<file path="config.mk">
export PLATFORM = sky130hd
export DESIGN_NAME = adcdt_diag_top
export DESIGN_NICKNAME = d
export VERILOG_FILES = /design/src/adcdt_pkg.sv /design/src/adcdt_diag_top.sv /design/src/adcdt_sto_shifter.sv
export VERILOG_INCLUDE_DIRS = /design/src
export SDC_FILE = /design/constraint.sdc
export NUM_CORES = 1
export LEC_CHECK = 0
export BUFFER_PORTS_ARGS = -buffer_cell sky130_fd_sc_hd__buf_2
export CAP_MARGIN = 25
export CORE_UTILIZATION = 35
export CTS_CLUSTER_SIZE = 30
export DETAILED_ROUTE_END_ITERATION = 7
export PLACE_DENSITY_LB_ADDON = 0.12
export SLEW_MARGIN = 40
export SYNTH_ARGS = -nofsm -noshare
export SYNTH_HDL_FRONTEND = slang
export SYNTH_SLANG_ARGS = --single-unit
</file>
<file path="constraint.sdc">
create_clock -name clk -period 2.3 [get_ports clk]
set_clock_uncertainty 0.05 [all_clocks]
set_input_delay 0.23 -clock clk [delete_from_list [all_inputs] [get_ports clk]]
set_output_delay 0.23 -clock clk [all_outputs]
set_load 0.05 [all_outputs]
</file>
<file path="src/adcdt_cfg.svh">
// Offsets, field positions, reset values and counts of the ADC test logic.
`ifndef ADCDT_CFG_SVH
`define ADCDT_CFG_SVH

// ****************************************************************
// Register offsets
// ****************************************************************
`define ADCDT_MUXSEL_ADDR 8'hd0
`define ADCDT_DIAG_ADDR 8'hd1
`define ADCDT_BIAS_ADDR 8'hd2
`define ADCDT_THRESH0_ADDR 8'h60
`define ADCDT_THRESH1_ADDR 8'h61
`define ADCDT_THRESH2_ADDR 8'h62
`define ADCDT_THRESH3_ADDR 8'h63

// ****************************************************************
// Field positions
// ****************************************************************
`define ADCDT_VOLT_TEMP_INPUT_SELECT_LSB 0
`define ADCDT_VOLT_TEMP_INPUT_SELECT_MSB 2
`define ADCDT_SHUNT_INPUT_SELECT_LSB 3
`define ADCDT_SHUNT_INPUT_SELECT_MSB 5
`define ADCDT_MUXSEL_USED_MSB 5
`define ADCDT_DIAG_SELFTEST_BIT 0
`define ADCDT_DIAG_RAW_BIT 1
`define ADCDT_DIAG_IFTEST_BIT 2
`define ADCDT_PATTERN_BITS 30

// ****************************************************************
// Reset values and codes
// ****************************************************************
`define ADCDT_MUXSEL_RESET 8'h00
`define ADCDT_DIAG_RESET 8'h80
`define ADCDT_BIAS_RESET 8'h00
`define ADCDT_THRESH_RESET 32'h0000_0000
`define ADCDT_DIRECT_MODE 3'h7
`define ADCDT_STO_FRAME_LEN 6

`endif

</file>
<file path="src/adcdt_pkg.sv">
// Types shared by the ADC test and diagnosis logic.
`default_nettype none
package adcdt_pkg;

  // Analog node that a multiplexer input can be switched to.
  typedef enum logic [3:0] {
    ND_VDDA = 4'h0, ND_THERM_HI = 4'h1, ND_THERM_LO = 4'h2,
    ND_PTAT = 4'h3, ND_VREF = 4'h4, ND_VBATP = 4'h5, ND_VBATN = 4'h6,
    ND_GND = 4'h7, ND_VREFLP = 4'h8, ND_VCM = 4'h9, ND_HIZ = 4'ha,
    ND_SHUNTP = 4'hb, ND_SHUNTN = 4'hc, ND_MV1 = 4'hd
  } adcdt_node_e;

  // Differential pair routed to one converter.
  typedef struct packed {
    adcdt_node_e pos;
    adcdt_node_e neg;
  } adcdt_pair_s;

  // One 32-bit decimation filter output split into two halves.
  typedef struct packed {
    logic [15:0] hi;
    logic [15:0] lo;
  } adcdt_raw_s;

  // Serial test output frame position.
  typedef enum logic [6:0] {
    ST_IDLE = 7'h01, ST_PRE1 = 7'h02, ST_PRE0 = 7'h04, ST_D3 = 7'h08,
    ST_D2 = 7'h10, ST_D1 = 7'h20, ST_D0 = 7'h40
  } adcdt_sto_e;

endpackage : adcdt_pkg
`default_nettype wire

</file>
<file path="src/adcdt_diag_top.sv">
// Test and diagnosis logic around the dual sigma-delta converter path.
// Function
// - Mode 7 at full power: mux from register
// - Otherwise mux from mode or power manager
// - Voltage/temperature select code maps to input pairs
// - Shunt select code maps to input pairs
// - Applied reference comes from selected source
// - Bias source enables act in every mode
// - Self-test feeds one stream to both filters
// - Low 30 threshold bits rotate, bit0 emitted
// - Threshold function unavailable during self-test
// - Pattern 20820820 yields AAAAAA or 800000
// - Raw capture: MSB half max, LSB min
// - Raw capture stops only min/max tracking
// - The three test features combine freely
// - Interface test samples modulator bits on strobe
// - Interface test only at full power
// - Pad sends 1, 0, then 4-bit value
// - Diag register bits 0..2 enable features
`timescale 1ns/1ps
`default_nettype none
`include "adcdt_cfg.svh"
module adcdt_diag_top
  import adcdt_pkg::*;
(
  // Clock and reset
  input wire logic clk,
  input wire logic arst_n,
  // Register port
  input wire logic regWrEn,
  input wire logic regRdEn,
  input wire logic [7:0] regAddr,
  input wire logic [7:0] regWrData,
  output logic [7:0] regRdData,
  // Converter control inputs
  input wire logic fullPower,
  input wire logic [2:0] conversionMode,
  input wire logic [2:0] modeVtSel,
  input wire logic [2:0] modeCurSel,
  input wire logic [2:0] pmuVtSel,
  input wire logic [2:0] pmuCurSel,
  input wire logic refSourceSel,
  // Multiplexer and bias outputs
  output adcdt_pair_s vtPair,
  output adcdt_pair_s curPair,
  output logic refApplied,
  output logic refSourceOut,
  output logic [7:0] biasSourceEnables,
  // Decimation filter inputs
  input wire logic sdmStrobe,
  input wire logic noiseCancelCur,
  input wire logic noiseCancelVolt,
  output logic decimInCur,
  output logic decimInVolt,
  output logic accumThreshAvail,
  // Decimation filter outputs and capture
  input wire logic decimCurValid,
  input wire logic [31:0] decimCurOut,
  input wire logic decimVoltValid,
  input wire logic [31:0] decimVoltOut,
  output adcdt_raw_s shuntCapture,
  output adcdt_raw_s voltCapture,
  output logic shuntCaptureWr,
  output logic voltCaptureWr,
  output logic minMaxTrackEn,
  // Modulator streams and test pad
  input wire logic [3:0] modulatorBits,
  output logic serialTestOut
);

  // ****************************************************************
  // Multiplexer decode
  // ****************************************************************
  function automatic adcdt_pair_s vtDecode(input logic [2:0] c);
    unique case (c)
      3'h0: vtDecode = '{ND_VDDA, ND_THERM_HI};
      3'h1: vtDecode = '{ND_THERM_LO, ND_THERM_HI};
      3'h2: vtDecode = '{ND_PTAT, ND_VREF};
      3'h3: vtDecode = '{ND_VBATP, ND_VBATN};
      3'h4: vtDecode = '{ND_VREF, ND_GND};
      3'h5: vtDecode = '{ND_VREFLP, ND_GND};
      3'h6: vtDecode = '{ND_VCM, ND_VCM};
      3'h7: vtDecode = '{ND_HIZ, ND_HIZ};
    endcase
  endfunction : vtDecode

  function automatic adcdt_pair_s curDecode(input logic [2:0] c);
    unique case (c)
      3'h0, 3'h1, 3'h2, 3'h3: curDecode = '{ND_SHUNTP, ND_SHUNTN};
      3'h4: curDecode = '{ND_MV1, ND_GND};
      3'h7: curDecode = '{ND_VCM, ND_VCM};
      default: curDecode = '{ND_HIZ, ND_HIZ};
    endcase
  endfunction : curDecode

  function automatic logic usesRef(input adcdt_pair_s p);
    usesRef = (p.pos == ND_VREF) || (p.neg == ND_VREF);
  endfunction : usesRef

  // ****************************************************************
  // Registers
  // ****************************************************************
  logic [7:0] muxSelReg, muxSelNext;
  logic [7:0] diagReg, diagNext;
  logic [7:0] biasReg, biasNext;
  logic [29:0] patternReg, patternNext;
  logic [1:0] threshTopReg, threshTopNext;
  logic [7:0] rdDataReg, rdDataNext;
  logic [31:0] threshWord;
  logic selfTestOn, rawOn, ifTestOn;

  assign selfTestOn = diagReg[`ADCDT_DIAG_SELFTEST_BIT];
  assign rawOn = diagReg[`ADCDT_DIAG_RAW_BIT];
  assign ifTestOn = diagReg[`ADCDT_DIAG_IFTEST_BIT];
  assign threshWord = {threshTopReg, patternReg};

  always_comb begin
    muxSelNext = muxSelReg;
    diagNext = diagReg;
    biasNext = biasReg;
    threshTopNext = threshTopReg;
    patternNext = patternReg;
    rdDataNext = rdDataReg;
    // Pattern rotates right on each sample strobe during self-test.
    if (selfTestOn && sdmStrobe) begin
      patternNext = {patternReg[0], patternReg[29:1]};
    end
    if (regWrEn) begin
      unique case (regAddr)
        `ADCDT_MUXSEL_ADDR: muxSelNext = regWrData;
        `ADCDT_DIAG_ADDR: diagNext = regWrData;
        `ADCDT_BIAS_ADDR: biasNext = regWrData;
        `ADCDT_THRESH0_ADDR: patternNext[7:0] = regWrData;
        `ADCDT_THRESH1_ADDR: patternNext[15:8] = regWrData;
        `ADCDT_THRESH2_ADDR: patternNext[23:16] = regWrData;
        `ADCDT_THRESH3_ADDR: begin
          patternNext[29:24] = regWrData[5:0];
          threshTopNext = regWrData[7:6];
        end
        default: ;
      endcase
    end
    if (regRdEn) begin
      unique case (regAddr)
        `ADCDT_MUXSEL_ADDR: rdDataNext = muxSelReg;
        `ADCDT_DIAG_ADDR: rdDataNext = diagReg;
        `ADCDT_BIAS_ADDR: rdDataNext = biasReg;
        `ADCDT_THRESH0_ADDR: rdDataNext = threshWord[7:0];
        `ADCDT_THRESH1_ADDR: rdDataNext = threshWord[15:8];
        `ADCDT_THRESH2_ADDR: rdDataNext = threshWord[23:16];
        `ADCDT_THRESH3_ADDR: rdDataNext = threshWord[31:24];
        default: rdDataNext = 8'h00;
      endcase
    end
  end

  always_ff @(posedge clk or negedge arst_n) begin
    if (!arst_n) begin
      muxSelReg <= `ADCDT_MUXSEL_RESET;
      diagReg <= `ADCDT_DIAG_RESET;
      biasReg <= `ADCDT_BIAS_RESET;
      patternReg <= 30'(`ADCDT_THRESH_RESET);
      threshTopReg <= 2'h0;
      rdDataReg <= 8'h00;
    end else begin
      muxSelReg <= muxSelNext;
      diagReg <= diagNext;
      biasReg <= biasNext;
      patternReg <= patternNext;
      threshTopReg <= threshTopNext;
      rdDataReg <= rdDataNext;
    end
  end

  assign regRdData = rdDataReg;
  assign biasSourceEnables = biasReg;
  // Bit 0 leaves the pattern as the test stream.
  assign accumThreshAvail = !selfTestOn;

  // ****************************************************************
  // Multiplexer steering
  // ****************************************************************
  adcdt_pair_s vtPairReg, vtPairNext, curPairReg, curPairNext;
  logic refAppliedReg, refAppliedNext, refSrcReg, refSrcNext;
  logic directMux;

  assign directMux = fullPower && conversionMode == `ADCDT_DIRECT_MODE;

  always_comb begin
    if (directMux) begin
      vtPairNext = vtDecode(muxSelReg[`ADCDT_VOLT_TEMP_INPUT_SELECT_MSB:`ADCDT_VOLT_TEMP_INPUT_SELECT_LSB]);
      curPairNext = curDecode(muxSelReg[`ADCDT_SHUNT_INPUT_SELECT_MSB:`ADCDT_SHUNT_INPUT_SELECT_LSB]);
    end else if (fullPower) begin
      vtPairNext = vtDecode(modeVtSel);
      curPairNext = curDecode(modeCurSel);
    end else begin
      vtPairNext = vtDecode(pmuVtSel);
      curPairNext = curDecode(pmuCurSel);
    end
    refAppliedNext = usesRef(vtPairNext) || usesRef(curPairNext);
    refSrcNext = refAppliedNext ? refSourceSel : refSrcReg;
  end

  always_ff @(posedge clk or negedge arst_n) begin
    if (!arst_n) begin
      vtPairReg <= '{ND_VDDA, ND_THERM_HI};
      curPairReg <= '{ND_SHUNTP, ND_SHUNTN};
      refAppliedReg <= 1'b0;
      refSrcReg <= 1'b0;
    end else begin
      vtPairReg <= vtPairNext;
      curPairReg <= curPairNext;
      refAppliedReg <= refAppliedNext;
      refSrcReg <= refSrcNext;
    end
  end

  assign vtPair = vtPairReg;
  assign curPair = curPairReg;
  assign refApplied = refAppliedReg;
  assign refSourceOut = refSrcReg;

  // ****************************************************************
  // Filter inputs and raw capture
  // ****************************************************************
  adcdt_raw_s shuntCapReg, shuntCapNext, voltCapReg, voltCapNext;
  logic shuntWrReg, shuntWrNext, voltWrReg, voltWrNext;

  // In self-test both filters take the same stream; features are independent.
  assign decimInCur = selfTestOn ? patternReg[0] : noiseCancelCur;
  assign decimInVolt = selfTestOn ? patternReg[0] : noiseCancelVolt;
  assign minMaxTrackEn = !rawOn;

  always_comb begin
    shuntWrNext = rawOn && decimCurValid;
    voltWrNext = rawOn && decimVoltValid;
    shuntCapNext = shuntWrNext ? decimCurOut : shuntCapReg;
    voltCapNext = voltWrNext ? decimVoltOut : voltCapReg;
  end

  always_ff @(posedge clk or negedge arst_n) begin
    if (!arst_n) begin
      shuntCapReg <= '0;
      voltCapReg <= '0;
      shuntWrReg <= 1'b0;
      voltWrReg <= 1'b0;
    end else begin
      shuntCapReg <= shuntCapNext;
      voltCapReg <= voltCapNext;
      shuntWrReg <= shuntWrNext;
      voltWrReg <= voltWrNext;
    end
  end

  assign shuntCapture = shuntCapReg;
  assign voltCapture = voltCapReg;
  assign shuntCaptureWr = shuntWrReg;
  assign voltCaptureWr = voltWrReg;

  // ****************************************************************
  // Interface test
  // ****************************************************************
  logic [3:0] modMetaReg, modSyncReg;
  logic ifTestRun;

  always_ff @(posedge clk or negedge arst_n) begin
    if (!arst_n) begin
      modMetaReg <= 4'h0;
      modSyncReg <= 4'h0;
    end else begin
      modMetaReg <= modulatorBits;
      modSyncReg <= modMetaReg;
    end
  end

  assign ifTestRun = ifTestOn && fullPower;

  adcdt_sto_shifter u_shifter (
    .clk(clk),
    .arst_n(arst_n),
    .enable(ifTestRun),
    .sampleStrobe(sdmStrobe),
    .sampleBits(modSyncReg),
    .stoBit(serialTestOut)
  );
endmodule : adcdt_diag_top
`default_nettype wire

</file>
<file path="src/adcdt_sto_shifter.sv">
// Serial shifter that frames sampled modulator bits onto the test pad.
`timescale 1ns/1ps
`default_nettype none
`include "adcdt_cfg.svh"
module adcdt_sto_shifter
  import adcdt_pkg::*;
(
  // Clock and reset
  input wire logic clk,
  input wire logic arst_n,
  // Sample side
  input wire logic enable,
  input wire logic sampleStrobe,
  input wire logic [3:0] sampleBits,
  // Pad side
  output logic stoBit
);

  adcdt_sto_e stateReg, stateNext;
  logic [3:0] pendReg, pendNext;
  logic [3:0] frameReg, frameNext;
  logic outReg, outNext;

  // ****************************************************************
  // Frame sequencer
  // ****************************************************************
  always_comb begin
    pendNext = sampleStrobe ? sampleBits : pendReg;
    frameNext = frameReg;
    stateNext = stateReg;
    unique case (stateReg)
      ST_IDLE: if (enable) stateNext = ST_PRE1;
      ST_PRE1: stateNext = ST_PRE0;
      ST_PRE0: stateNext = ST_D3;
      ST_D3: stateNext = ST_D2;
      ST_D2: stateNext = ST_D1;
      ST_D1: stateNext = ST_D0;
      ST_D0: stateNext = enable ? ST_PRE1 : ST_IDLE;
      default: stateNext = ST_IDLE;
    endcase
    // The newest sample is taken as the preamble starts.
    if (stateNext == ST_PRE1) begin
      frameNext = pendNext;
    end
    unique case (stateNext)
      ST_PRE1: outNext = 1'b1;
      ST_PRE0: outNext = 1'b0;
      ST_D3: outNext = frameNext[3];
      ST_D2: outNext = frameNext[2];
      ST_D1: outNext = frameNext[1];
      ST_D0: outNext = frameNext[0];
      default: outNext = 1'b0;
    endcase
  end

  always_ff @(posedge clk or negedge arst_n) begin
    if (!arst_n) begin
      stateReg <= ST_IDLE;
      pendReg <= 4'h0;
      frameReg <= 4'h0;
      outReg <= 1'b0;
    end else begin
      stateReg <= stateNext;
      pendReg <= pendNext;
      frameReg <= frameNext;
      outReg <= outNext;
    end
  end

  assign stoBit = outReg;
endmodule : adcdt_sto_shifter
`default_nettype wire

</file>
==> run summary <==
Status: completed
Antenna violations before repair: 0
Slew headroom: 63.5%
Share of cells above drive strength 1: 41.8%
DIE HEIGHT: 151 um
Top-count cell post-synth: dfrtp_1
Root Buffer: clkbuf_16
RSZ-0062 raised after global routing: false
Post-synthesis cell type count: 53
IO buf count: 213
GRT Total Usage: 18.6%
Post-synthesis sequential area ratio: 55.2%
Max-slew violations: 0
Fin cells: 1192
Vias per inst: 4.86
CTS clk-pin slew, worst paths: 70 ps
Yosys reg bits: 171
Power Total: 0.00851 W
Tmin final: 1970 ps
Tightest Hold Check Type: in2reg
Most used cell, CP: mux2i_1
Hold Buf Count CTS: 69
Final #Nets: 1024
Static Leak: 5.13 nW
Fmax: 508 MHz
DR WL/cell: 16.9 um
Die Wd: 151 um
Pin count of the biggest net entering global routing: 64
Worst path slowest cell: dfrtp_1
Post-DP HPWL: 14300 um
Setup repair bufs after CTS: 0
GPL Wtd Cong: 0.834
Design area: 10400 um^2
CP delay by family, top: multiplexers
CP max FO: 10
Worst EP required: 2560 ps
Final ANT Viol Nets: 0
Boundary Pins: 215
CP Cell Sequence: inv_1 -> ha_1 -> mux2i_1 -> mux2i_1 -> o32ai_2 -> mux2_4
Core ar.: 21800 um^2
Starting Density: 35.6%
Power per Cell Area: 815 nW/um^2
EDFF count, synth: 0
Total number of vias: 5795
Cells after synthesis: 614
Initial drt markers: 286
Max-cap violations: 0
Setup TNS: 0 ps
CTS Buf Count: 17
Cell taking the most area after synthesis: dfrtp_1
Syn Nets: 739
Fin crit share: 85.5%
Crit end category: flip-flop
Post-CTS Resized: 0
Yosys warning total: 0
Worst skew pair latency: 430 ps
Drt drc: 0
Post-synth top cells: dfrtp_1, mux2_2, mux2i_1, nor2_1, a21oi_1
Syn avg cell area: 12.7 um^2
CTS HTree Levels: 4
Ant diodes: 0
Maximum clock path buffer count: 2
CTS tree: built
Placement Rows: 54
Critical path buffers and inverters: 1
Slowest cell delay on critical path: 550 ps
Drt pass-1 iters: 7
Top_reg_cell synth: dfrtp_1
Crit path kind: reg2reg
Post-synth top area share: 52.8%
Top cells by area, synth: dfrtp_1, mux2_2, mux2i_1
Die area: 22800 um^2
Maximum vdd ir drop: 0.000483 V
First-pass GRT wire length: 32100 um
Placed cells: 1091
Arrival time worst endpoint: 2230 ps
Drt total wl: 20200 um
# clock sinks: 171
Worst-Margin Slew: 546 ps
Startpoint class of the critical path: flip-flop
Final hold vios: 0
Netlist Area Pre-Place: 7770 um^2
DP Area: 9170 um^2
Vias in the first global route: 6060
Setup violators final: 0
Synth async-reset ratio: 100%
Synthesis-to-finish area growth: 34.4%
Grt ovf: 0
## cells in the final DEF, fill, tap and decap left out, drive strengths merged, types with 4 or more instances in the layout
master,instances
buf,227
dfrtp,164
mux2,104
dlygate4sd3,69
mux2i,51
nor2,47
a21oi,38
inv,33
nand2,27
clkbuf,18
ha,15
a22oi,11
o22ai,10
o21ai,9
dfstp,7
nor3b,6
a222oi,6
nand3,5
a31oi,5
xor2,4
nor2b,4
nand2b,4
a22o,4
o21a,4
## stage by stage
step | hold slack (ps) | util (%) | setup WS, ps
global placement | 111 | 42.0 | 348
finish | 11.3 | 47.8 | 333
floorplan | -116 | - | 506
global route | 1.90 | 47.8 | 228
CTS | 6.78 | 47.8 | 293
detailed placement | 112 | 42.0 | 300
## path summary, 6_finish.rpt
path	startpoint	to	slack, ps	depth (start not counted)
setup / recovery	muxSelReg[1]	refSourceOut	330	6
hold / removal	decimCurOut[18]	shuntCapture[18]	10	2
setup reg to reg	muxSelReg[1]	refSourceOut	330	6
hold reg to reg	modMetaReg[1]	modSyncReg[1]	300	0
max in group asynchronous	arst_n	curPair[3]	1240	3
min in group asynchronous	arst_n	regRdData[6]	220	2
## state kept, by name (all words and copies together) (netlist names), 4 cells and up
register            flops
modMetaReg              4
biasSourceEnables       8
shuntCapture           32
u_shifter.stateReg      7
u_shifter.frameReg      4
patternReg             30
regRdData               8
vtPair                  8
curPair                 7
diagReg                 8
voltCapture            32
muxSelReg               8
modSyncReg              4
u_shifter.pendReg       4
## area by class of cell
cell class | count | area (um^2)
clock buffers | 18 | 429
clock inverters | 14 | 153
fillers | 1934 | 11400
inverters | 26 | 97.6
multi-input cells | 387 | 3230
flip-flops and latches | 171 | 4290
well taps | 280 | 350
repair buffers | 296 | 1890
## worst register-to-register path, cell delays in order, from the launching register on
cell	delay [ps]
dfrtp_1	550
inv_1	80
ha_1	280
mux2i_1	120
mux2i_1	120
o32ai_2	320
mux2_4	330
## power by group
group	switching [W]	internal [W]
logic	0.00121	0.000717
clock network	0.00130	0.00154
registers	0.000325	0.00343
## logic make-up after synthesis
| kind of cell | Yosys count | synth area share (%) |
|---|---|---|
| simple gates | 111 | 7.95 |
| fa+ha+maj | 15 | 2.42 |
| buf+inv | 56 | 3.25 |
| other cells | 1 | 0.0483 |
| mux | 155 | 22.1 |
| flops | 171 | 55.2 |
| xor+xnor | 5 | 0.563 |
| compound gates | 100 | 8.52 |
## per-layer routing
metal / wire length (um) / vias to the layer above / GRT usage [%] / part of all wire [%]
met5: 0 / - / 0 / 0
met2: 9800 / 203 / 31.2 / 49
met3: 1340 / 22 / 5.18 / 6.6
li1: - / 2764 / - / -
met1: 8790 / 2806 / 23.4 / 44
met4: 225 / 0 / 5.05 / 1.1
Power figures use the tool's default switching activity.
